**src/eep_pkg.sv**
```systemverilog
// constants for the parallel eeprom host controller
// assumes a 125 MHz clock and a classic wishbone register port
package eep_pkg;
    localparam int CLK_NS = 8;
    // pin timing, each time rounded up to whole cycles
    localparam int T_SU_NS = 10;
    localparam int SU_CYC = (T_SU_NS + CLK_NS - 1) / CLK_NS;
    localparam int T_WP_NS = 100;
    localparam int WP_CYC = (T_WP_NS + CLK_NS - 1) / CLK_NS;
    localparam int T_ACC_NS = 150;
    localparam int ACC_CYC = (T_ACC_NS + CLK_NS - 1) / CLK_NS;
    localparam int T_HOLD_NS = 10;
    localparam int HOLD_CYC = (T_HOLD_NS + CLK_NS - 1) / CLK_NS;
    localparam int PUR_US = 1;
    localparam int PUR_CYC = (PUR_US * 1000 + CLK_NS - 1) / CLK_NS;
    localparam int PUW_MS = 10;
    localparam int ERASE_MS = 10;
    localparam int PAGE_WIN_US = 150;
    localparam int MS_CYC = 1000000 / CLK_NS;
    localparam int CNT_W = 21;
    // register byte offsets
    localparam logic [7:0] REG_CTRL = 8'h00;
    localparam logic [7:0] REG_ADDR = 8'h04;
    localparam logic [7:0] REG_WDATA = 8'h08;
    localparam logic [7:0] REG_STATUS = 8'h0c;
    // status field positions
    localparam int ST_BUSY = 0;
    localparam int ST_REFUSED = 1;
    localparam int ST_PAGE_MIX = 2;
    localparam int ST_WIN_OPEN = 3;
    localparam int ST_WRITE_OK = 4;
    localparam int ST_READ_OK = 5;
    localparam int ST_READY = 6;
    localparam int ST_RDATA = 8;
    localparam int TOGGLE_BIT = 6;
    localparam int PAGE_LSB = 6;
    localparam int ADDR_W = 11;
    typedef enum logic [1:0] {OP_READ, OP_WRITE, OP_ERASE, OP_POLL} eep_op_t;
endpackage

```
**src/eep_seq_if.sv**
```systemverilog
// request and answer between the controller and its pin sequencer
// assumes one clock shared by both ends
`timescale 1ns/1ns
`default_nettype none
interface eep_seq_if;
    logic req;
    eep_pkg::eep_op_t op;
    logic [10:0] addr;
    logic [7:0] wdata;
    logic done;
    logic [7:0] rdata;
    modport ctl (output req, op, addr, wdata, input done, rdata);
    modport seq (input req, op, addr, wdata, output done, rdata);
endinterface
`default_nettype wire

```
**src/eep_pin_seq.sv**
```systemverilog
// pin sequencer: one read, byte write or chip erase cycle per request
// assumes req only while idle; erase needs a high voltage driver on oe
`timescale 1ns/1ns
`default_nettype none
module eep_pin_seq #(
    parameter int ERASE_CYC = 1250000
) (
    input wire logic i_clk,
    input wire logic i_rst,
    eep_seq_if.seq sif,
    output logic [10:0] o_addr,
    output logic [7:0] o_dq,
    output logic o_dq_oe,
    input wire logic [7:0] i_dq,
    output logic o_ce_n,
    output logic o_oe_n,
    output logic o_we_n,
    output logic o_oe_hv
);
    typedef enum {S_IDLE, S_SETUP, S_PULSE, S_HOLD} eep_seq_st_t;
    eep_seq_st_t st_q, st_d;
    logic [eep_pkg::CNT_W-1:0] cnt_q, cnt_d;
    eep_pkg::eep_op_t op_q, op_d;
    logic [10:0] addr_q, addr_d;
    logic [7:0] dq_q, dq_d, rd_q, rd_d;
    logic dq_oe_q, dq_oe_d, ce_q, ce_d, oe_q, oe_d, we_q, we_d;
    logic hv_q, hv_d, done_q, done_d;

    always_comb
    begin
        st_d = st_q;
        cnt_d = cnt_q;
        op_d = op_q;
        addr_d = addr_q;
        dq_d = dq_q;
        rd_d = rd_q;
        dq_oe_d = dq_oe_q;
        ce_d = ce_q;
        oe_d = oe_q;
        we_d = we_q;
        hv_d = hv_q;
        done_d = 1'b0;
        if (cnt_q != '0)
        begin
            cnt_d = cnt_q - 1'b1;
        end
        unique case (st_q)
            S_IDLE:
            begin
                if (sif.req)
                begin
                    op_d = sif.op;
                    addr_d = sif.addr;
                    dq_d = sif.wdata;
                    ce_d = 1'b0;
                    hv_d = (sif.op == eep_pkg::OP_ERASE);
                    cnt_d = eep_pkg::CNT_W'(eep_pkg::SU_CYC - 1);
                    st_d = S_SETUP;
                end
            end
            S_SETUP:
            begin
                if (cnt_q == '0)
                begin
                    st_d = S_PULSE;
                    if (op_q == eep_pkg::OP_WRITE)
                    begin
                        // strobe wide enough to pass the glitch filter
                        we_d = 1'b0;
                        dq_oe_d = 1'b1;
                        cnt_d = eep_pkg::CNT_W'(eep_pkg::WP_CYC - 1);
                    end
                    else if (op_q == eep_pkg::OP_ERASE)
                    begin
                        we_d = 1'b0;
                        cnt_d = eep_pkg::CNT_W'(ERASE_CYC - 1);
                    end
                    else
                    begin
                        oe_d = 1'b0;
                        cnt_d = eep_pkg::CNT_W'(eep_pkg::ACC_CYC - 1);
                    end
                end
            end
            S_PULSE:
            begin
                if (cnt_q == '0)
                begin
                    if (op_q == eep_pkg::OP_READ || op_q == eep_pkg::OP_POLL)
                    begin
                        rd_d = i_dq;
                    end
                    // data stays driven past the rising strobe
                    we_d = 1'b1;
                    oe_d = 1'b1;
                    cnt_d = eep_pkg::CNT_W'(eep_pkg::HOLD_CYC - 1);
                    st_d = S_HOLD;
                end
            end
            S_HOLD:
            begin
                if (cnt_q == '0)
                begin
                    ce_d = 1'b1;
                    dq_oe_d = 1'b0;
                    hv_d = 1'b0;
                    done_d = 1'b1;
                    st_d = S_IDLE;
                end
            end
        endcase
    end

    always_ff @(posedge i_clk)
    begin
        if (i_rst)
        begin
            st_q <= S_IDLE;
            cnt_q <= '0;
            op_q <= eep_pkg::OP_READ;
            addr_q <= '0;
            dq_q <= '0;
            rd_q <= '0;
            dq_oe_q <= 1'b0;
            ce_q <= 1'b1;
            oe_q <= 1'b1;
            we_q <= 1'b1;
            hv_q <= 1'b0;
            done_q <= 1'b0;
        end
        else
        begin
            st_q <= st_d;
            cnt_q <= cnt_d;
            op_q <= op_d;
            addr_q <= addr_d;
            dq_q <= dq_d;
            rd_q <= rd_d;
            dq_oe_q <= dq_oe_d;
            ce_q <= ce_d;
            oe_q <= oe_d;
            we_q <= we_d;
            hv_q <= hv_d;
            done_q <= done_d;
        end
    end

    assign o_addr = addr_q;
    assign o_dq = dq_q;
    assign o_dq_oe = dq_oe_q;
    assign o_ce_n = ce_q;
    assign o_oe_n = oe_q;
    assign o_we_n = we_q;
    assign o_oe_hv = hv_q;
    assign sif.done = done_q;
    assign sif.rdata = rd_q;
endmodule
`default_nettype wire

```
**src/eep_host.sv**
```systemverilog
// host controller for a 2K x 8 parallel eeprom, wishbone register port
// assumes the eeprom powers up with this block's reset release
//
// Notes on behaviour
// - host writes by holding we and ce low with oe high.
// - up to 64 bytes; next byte due within the page window.
// - all page bytes share page bits or the page is dropped.
// - enable key is three bytes to three addresses on three pages.
// - disable key is six bytes to six addresses in order.
// - chip erase: ce low, oe high voltage, 10 ms we pulse.
`timescale 1ns/1ns
`default_nettype none
module eep_host #(
    parameter int PUW_CYC = eep_pkg::PUW_MS * eep_pkg::MS_CYC,
    parameter int ERASE_CYC = eep_pkg::ERASE_MS * eep_pkg::MS_CYC,
    parameter int PAGE_WIN_CYC = eep_pkg::PAGE_WIN_US * 1000 / eep_pkg::CLK_NS
) (
    input wire logic i_clk,
    input wire logic i_rst,
    input wire logic i_wb_cyc,
    input wire logic i_wb_stb,
    input wire logic i_wb_we,
    input wire logic [7:0] i_wb_adr,
    input wire logic [3:0] i_wb_sel,
    input wire logic [31:0] i_wb_dat,
    output logic [31:0] o_wb_dat,
    output logic o_wb_ack,
    output logic [10:0] o_addr,
    output logic [7:0] o_dq,
    output logic o_dq_oe,
    input wire logic [7:0] i_dq,
    output logic o_ce_n,
    output logic o_oe_n,
    output logic o_we_n,
    output logic o_oe_hv,
    input wire logic i_write_done_flag
);
    typedef enum {M_IDLE, M_RUN, M_POLL} eep_main_st_t;
    eep_main_st_t st_q, st_d;
    eep_seq_if sif ();
    logic ack_q, ack_d;
    logic [31:0] rdat_q, rdat_d;
    logic [10:0] addr_q, addr_d;
    logic [7:0] wdata_q, wdata_d, rd_q, rd_d;
    eep_pkg::eep_op_t op_q, op_d;
    logic req_q, req_d;
    logic refused_q, refused_d, mix_q, mix_d;
    logic [4:0] page_q, page_d;
    logic [eep_pkg::CNT_W-1:0] win_q, win_d, pwr_q, pwr_d;
    logic tog_q, tog_d, have_q, have_d;
    logic wr_hit, rd_hit, write_ok, read_ok, launch;
    eep_pkg::eep_op_t new_op;
    logic [31:0] status;

    assign write_ok = (pwr_q >= eep_pkg::CNT_W'(PUW_CYC));
    assign read_ok = (pwr_q >= eep_pkg::CNT_W'(eep_pkg::PUR_CYC));
    assign wr_hit = i_wb_cyc && i_wb_stb && i_wb_we && !ack_q;
    assign rd_hit = i_wb_cyc && i_wb_stb && !i_wb_we && !ack_q;
    assign new_op = eep_pkg::eep_op_t'(i_wb_dat[1:0]);
    assign launch = wr_hit && i_wb_adr == eep_pkg::REG_CTRL && i_wb_sel[0];

    always_comb
    begin
        status = '0;
        status[eep_pkg::ST_BUSY] = (st_q != M_IDLE);
        status[eep_pkg::ST_REFUSED] = refused_q;
        status[eep_pkg::ST_PAGE_MIX] = mix_q;
        status[eep_pkg::ST_WIN_OPEN] = (win_q != '0);
        status[eep_pkg::ST_WRITE_OK] = write_ok;
        status[eep_pkg::ST_READ_OK] = read_ok;
        status[eep_pkg::ST_READY] = i_write_done_flag;
        status[eep_pkg::ST_RDATA +: 8] = rd_q;
    end

    always_comb
    begin
        st_d = st_q;
        ack_d = i_wb_cyc && i_wb_stb && !ack_q;
        rdat_d = '0;
        addr_d = addr_q;
        wdata_d = wdata_q;
        rd_d = rd_q;
        op_d = op_q;
        req_d = 1'b0;
        refused_d = refused_q;
        mix_d = mix_q;
        page_d = page_q;
        tog_d = tog_q;
        have_d = have_q;
        win_d = (win_q != '0) ? win_q - 1'b1 : win_q;
        pwr_d = write_ok ? pwr_q : pwr_q + 1'b1;
        if (rd_hit)
        begin
            unique case (i_wb_adr)
                eep_pkg::REG_ADDR: rdat_d = {21'h0, addr_q};
                eep_pkg::REG_WDATA: rdat_d = {24'h0, wdata_q};
                eep_pkg::REG_STATUS: rdat_d = status;
                eep_pkg::REG_CTRL: rdat_d = {30'h0, op_q};
                default: rdat_d = '0;
            endcase
        end
        if (wr_hit && i_wb_adr == eep_pkg::REG_ADDR)
        begin
            if (i_wb_sel[0])
            begin
                addr_d[7:0] = i_wb_dat[7:0];
            end
            if (i_wb_sel[1])
            begin
                addr_d[10:8] = i_wb_dat[10:8];
            end
        end
        if (wr_hit && i_wb_adr == eep_pkg::REG_WDATA && i_wb_sel[0])
        begin
            wdata_d = i_wb_dat[7:0];
        end
        // write-one clears; a set below in the same cycle wins
        if (wr_hit && i_wb_adr == eep_pkg::REG_STATUS && i_wb_sel[0])
        begin
            if (i_wb_dat[eep_pkg::ST_REFUSED])
            begin
                refused_d = 1'b0;
            end
            if (i_wb_dat[eep_pkg::ST_PAGE_MIX])
            begin
                mix_d = 1'b0;
            end
        end
        unique case (st_q)
            M_IDLE:
            begin
                if (launch)
                begin
                    if (new_op == eep_pkg::OP_WRITE
                        || new_op == eep_pkg::OP_ERASE)
                    begin
                        if (!write_ok)
                        begin
                            refused_d = 1'b1;
                        end
                        else
                        begin
                            op_d = new_op;
                            req_d = 1'b1;
                            st_d = M_RUN;
                            // key sequences cross pages on purpose, so a
                            // mixed page is only flagged, never blocked
                            if (new_op == eep_pkg::OP_WRITE && win_q != '0
                                && addr_q[10:eep_pkg::PAGE_LSB] != page_q)
                            begin
                                mix_d = 1'b1;
                            end
                        end
                    end
                    else if (!read_ok)
                    begin
                        refused_d = 1'b1;
                    end
                    else
                    begin
                        op_d = new_op;
                        req_d = 1'b1;
                        have_d = 1'b0;
                        st_d = (new_op == eep_pkg::OP_POLL) ? M_POLL : M_RUN;
                    end
                end
            end
            M_RUN:
            begin
                if (sif.done)
                begin
                    st_d = M_IDLE;
                    if (op_q == eep_pkg::OP_READ)
                    begin
                        rd_d = sif.rdata;
                    end
                    if (op_q == eep_pkg::OP_WRITE)
                    begin
                        // next byte of a page is due before this expires
                        win_d = eep_pkg::CNT_W'(PAGE_WIN_CYC);
                        page_d = addr_q[10:eep_pkg::PAGE_LSB];
                    end
                end
            end
            M_POLL:
            begin
                // two equal toggle reads in a row mean the write is over
                if (sif.done)
                begin
                    rd_d = sif.rdata;
                    if (have_q && sif.rdata[eep_pkg::TOGGLE_BIT] == tog_q)
                    begin
                        st_d = M_IDLE;
                    end
                    else
                    begin
                        tog_d = sif.rdata[eep_pkg::TOGGLE_BIT];
                        have_d = 1'b1;
                        req_d = 1'b1;
                    end
                end
            end
        endcase
    end

    always_ff @(posedge i_clk)
    begin
        if (i_rst)
        begin
            st_q <= M_IDLE;
            ack_q <= 1'b0;
            rdat_q <= '0;
            addr_q <= '0;
            wdata_q <= '0;
            rd_q <= '0;
            op_q <= eep_pkg::OP_READ;
            req_q <= 1'b0;
            refused_q <= 1'b0;
            mix_q <= 1'b0;
            page_q <= '0;
            win_q <= '0;
            pwr_q <= '0;
            tog_q <= 1'b0;
            have_q <= 1'b0;
        end
        else
        begin
            st_q <= st_d;
            ack_q <= ack_d;
            rdat_q <= rdat_d;
            addr_q <= addr_d;
            wdata_q <= wdata_d;
            rd_q <= rd_d;
            op_q <= op_d;
            req_q <= req_d;
            refused_q <= refused_d;
            mix_q <= mix_d;
            page_q <= page_d;
            win_q <= win_d;
            pwr_q <= pwr_d;
            tog_q <= tog_d;
            have_q <= have_d;
        end
    end

    assign sif.req = req_q;
    assign sif.op = op_q;
    assign sif.addr = addr_q;
    assign sif.wdata = wdata_q;
    assign o_wb_ack = ack_q;
    assign o_wb_dat = rdat_q;

    eep_pin_seq #(
        .ERASE_CYC(ERASE_CYC)
    ) u_seq (
        .i_clk(i_clk),
        .i_rst(i_rst),
        .sif(sif),
        .o_addr(o_addr),
        .o_dq(o_dq),
        .o_dq_oe(o_dq_oe),
        .i_dq(i_dq),
        .o_ce_n(o_ce_n),
        .o_oe_n(o_oe_n),
        .o_we_n(o_we_n),
        .o_oe_hv(o_oe_hv)
    );
endmodule
`default_nettype wire

```
**config.mk**
```make
export PLATFORM = sky130hd
export DESIGN_NAME = eep_host
export DESIGN_NICKNAME = d
export VERILOG_FILES = /design/src/eep_pkg.sv /design/src/eep_seq_if.sv /design/src/eep_pin_seq.sv /design/src/eep_host.sv
export SDC_FILE = /design/constraint.sdc
export NUM_CORES = 1
export LEC_CHECK = 0
export ABC_CLOCK_PERIOD_IN_PS = 2400
export BUFFER_PORTS_ARGS = -buffer_cell sky130_fd_sc_hd__buf_4
export CORE_MARGIN = 8
export CORE_UTILIZATION = 40
export CTS_CLUSTER_DIAMETER = 30
export DETAILED_ROUTE_END_ITERATION = 8
export GPL_ROUTABILITY_DRIVEN = 0
export SLEW_MARGIN = 20
export SYNTH_ARGS = -nofsm -noshare
export SYNTH_HDL_FRONTEND = slang
export SYNTH_SLANG_ARGS = --single-unit
```
**constraint.sdc**
```tcl
create_clock -name i_clk -period 2.4 [get_ports i_clk]
set_clock_uncertainty 0.1 [all_clocks]
set_input_delay 0.12 -clock i_clk [delete_from_list [all_inputs] [get_ports i_clk]]
set_output_delay 0.12 -clock i_clk [all_outputs]
set_load 0.05 [all_outputs]
```
==> impl_metrics.env <==
export IMPL_cap_violations=0
export IMPL_dr_pass1_iters=4
export IMPL_whs_ns=0.02109
export IMPL_cts_tree="yes"
export IMPL_arrival_ns=2.47
export IMPL_grt_pass1_wl_um=31220
export IMPL_boundaryPins=115
export IMPL_grt_max_degree=44
export IMPL_synth_area_sq_um=7480
export IMPL_cts_max_level=4
export IMPL_crit_fanout=4
export IMPL_dp_slack_ns=0.07063
export IMPL_antenna_cells=0
export IMPL_syn_inst=862
export IMPL_grt_overflow_total=0
export IMPL_grt_usage=0.1599
export IMPL_dpl_cell_area_sq_um=8424
export IMPL_synth_edf_count=0
export IMPL_postSynth_asyncResetShare=0
export IMPL_ir_drop_v=0.0007676
export IMPL_postCtsSetupBuffers=0
export IMPL_clkTransAtPathRegs_ns=0.07
export IMPL_startpoint_type="flip-flop"
export IMPL_core_region_area_sq_um=18520
export IMPL_period_share=0.9492
export IMPL_synth_ff_type="dfxtp_1"
export IMPL_drt_total_wl_um=18730
export IMPL_synth_seq_cells=158
export IMPL_via_count=6464
export IMPL_numClockSinks=158
export IMPL_crit_type="reg2reg"
export IMPL_dp_hpwl_um=13020
export IMPL_hold_viol_final=0
export IMPL_drive_gt1_frac=0.1793
export IMPL_fin_ws_ns=0.1219
export IMPL_dieArea_sq_um=23330
export IMPL_chipWidth_um=152.7
export IMPL_syn2layout_area_growth_pct=24.54
export IMPL_initial_core_util=0.4039
export IMPL_initialDrtViolationCount=298
export IMPL_grt_pass1_vias=6363
export IMPL_min_period_ns=2.278
export IMPL_viasPerCell=5.294
export IMPL_setup_violations=0
export IMPL_cp_required_ns=2.59
export IMPL_drcViolationCount=0
export IMPL_slew_limit_headroom=0.4352
export IMPL_rsz0062_at_grt="yes"
export IMPL_slew_viol_final=0
export IMPL_synth_distinct_cells=64
export IMPL_clkLatencyLatePin_ns=0.42
export IMPL_syn_area_per_cell_sq_um=8.677
export IMPL_max_freq_mhz=439.0
export IMPL_drtAntennaViolNets=0
export IMPL_die_h_um=152.7
export IMPL_ys_warn_count=0
export IMPL_wire_per_inst_um=15.34
export IMPL_root_buffer="clkbuf_16"
export IMPL_max_clock_path_buffers=2
export IMPL_finalNetCount=1051
export IMPL_total_leakage_power_nw=3.717
export IMPL_tightest_slew_ns=0.8473
export IMPL_final_cell_area_sq_um=9315
export IMPL_row_count=50
export IMPL_seq_area_frac_synth=0.4229
export IMPL_power_density_nw_per_um2=1069
export IMPL_port_buffer_count=75
export IMPL_status="complete, no violations"
export IMPL_numCtsBuffers=17
export IMPL_end_kind="flip-flop"
export IMPL_antenna_found_initial=0
export IMPL_hp_class="in2reg"
==> worst paths after layout <==
kind,start,end,slack [ns],depth (start not counted)
hold reg to reg,u_seq.o_addr[7]$_SDFFE_PP0P_,u_seq.o_addr[7]$_SDFFE_PP0P_,0.35,2
setup / recovery,u_seq.cnt_q[18]$_SDFF_PP0_,u_seq.cnt_q[0]$_SDFF_PP0_,0.12,9
hold / removal,i_rst,rd_q[1]$_SDFFE_PP0P_,0.02,2
setup reg to reg,u_seq.cnt_q[18]$_SDFF_PP0_,u_seq.cnt_q[0]$_SDFF_PP0_,0.12,9
==> cells in the mapped netlist (4+ instances only) <==
library cell,instances,area [sq um]
a211oi_1,7,52.55
nor2b_1,13,81.33
ha_1,19,237.7
nor3_1,22,110.1
clkbuf_1,33,123.9
dfxtp_1,158,3163
or2_2,7,43.79
and2_1,4,25.02
mux2_2,6,67.56
o311ai_0,4,35.03
and3_1,7,43.79
nor2_1,87,326.6
a31oi_1,5,31.28
a21oi_1,76,380.4
nor4_1,15,93.84
nand3_1,16,80.08
inv_1,26,97.59
xor2_1,16,140.1
and4_1,4,35.03
or4_1,25,187.7
nand4_1,17,106.4
or3_1,12,75.07
buf_1,9,33.78
o211ai_1,7,52.55
nand2_1,81,304.0
a22oi_1,4,30.03
o21a_1,4,30.03
nand2b_1,5,31.28
buf_4,17,127.6
o31ai_1,22,165.2
o21ai_0,25,125.1
xnor2_1,14,122.6
mux2i_1,50,500.5
==> logic make-up after synthesis <==
| group | Yosys count | share of synthesized area |
|---|---|---|
| AOI/OAI and AO/OA | 177 | 0.1475 |
| DFF | 158 | 0.4229 |
| muxes | 57 | 0.07896 |
| other | 1 | 0.0005014 |
| adders and majority gates | 19 | 0.03178 |
| and+or+nand+nor | 330 | 0.2272 |
| buffers and inverters | 90 | 0.05604 |
| xor gates and xnor gates | 30 | 0.03513 |
==> stage by stage <==
stage / std cells / utilization / TNS, ns / total power [mW]
after global placement: 1165 / 0.4549 / 0 / 6.969
after detailed placement: 1165 / 0.4549 / 0 / 7.006
after CTS: 1221 / 0.5014 / 0 / 9.936
after floorplan: 877 / - / 0 / 5.940
final: 1221 / 0.5030 / 0 / 9.958
after global routing: 1221 / 0.5030 / -0.007758 / 10.59
==> registers in the layout (all words and copies together), names as in the netlist, 2 cells and up <==
| signal | flops |
|---|---|
| pwr_q | 21 |
| u_seq.cnt_q | 21 |
| win_q | 21 |
| o_wb_dat | 16 |
| addr_q | 11 |
| u_seq.o_addr | 11 |
| rd_q | 8 |
| sif.wdata | 8 |
| u_seq.o_dq | 8 |
| u_seq.sif.rdata | 8 |
| page_q | 5 |
| op_q | 2 |
| st_q | 2 |
| u_seq.op_q | 2 |
| u_seq.st_q | 2 |
==> worst max-delay path, cell delays in order (launching register included) <==
cell and delay (ns):
dfxtp_1 0.33, or4_4 0.57, or3_4 0.43, nor2_8 0.10
inv_2 0.05, ha_4 0.20, o21ai_1 0.11, o21ai_0 0.09
o21ai_0 0.08, a21oi_1 0.08
==> layout by cell type (no fill, tap or decap), drive strengths merged, types with 3 or more instances in the layout <==
master	n
a22oi	4
xnor2	14
conb	16
nand3	16
o21ai	26
o21a	4
nor3b	3
nor2b	13
dfxtp	158
xor2	16
and4	4
nor2	88
inv	36
o211ai	7
nand4	17
nand2	81
a31oi	5
or3	12
bufinv	3
mux2i	50
a21oi	76
nand2b	5
and3	7
buf	117
o31ai	22
a211o	3
ha	19
or4	27
o311ai	4
nor4	15
a211oi	7
mux2	6
dlygate4sd3	24
or2	7
nor3	24
nand4b	3
and2	4
clkbuf	18
==> layer usage <==
layer  GRT usage  vias up  part of all wire
met5           0        -                 0
met4     0.04713        0             0.010
met3     0.05389       14             0.056
met2      0.2630      123              0.46
met1      0.1948     3037              0.47
li1            -     3290                 -
==> area by class of cell <==
class,instances,area [sq um]
fillers,1780,9203
clock inverters,14,190.2
well taps,234,292.8
multi-input cells,629,4008
repair buffers,141,1131
clock buffers,18,429.2
inverters,27,101.3
flip-flops and latches,158,3163
==> power by group <==
part,internal (mW),switching (mW)
Clock,1.68,1.19
Combinational,1.71,2.15
Sequential,2.95,0.281
Total,6.34,3.62
==> timing repair <==
| item | CTS | global route |
|---|---|---|
| gates resized for setup | 0 | 7 |
| endpoints found under the setup margin | 0 | 15 |
| hold buffers | 24 | 0 |
| hold endpoints to repair | 36 | 0 |
Note: power is estimated with default switching activity, not from simulation.
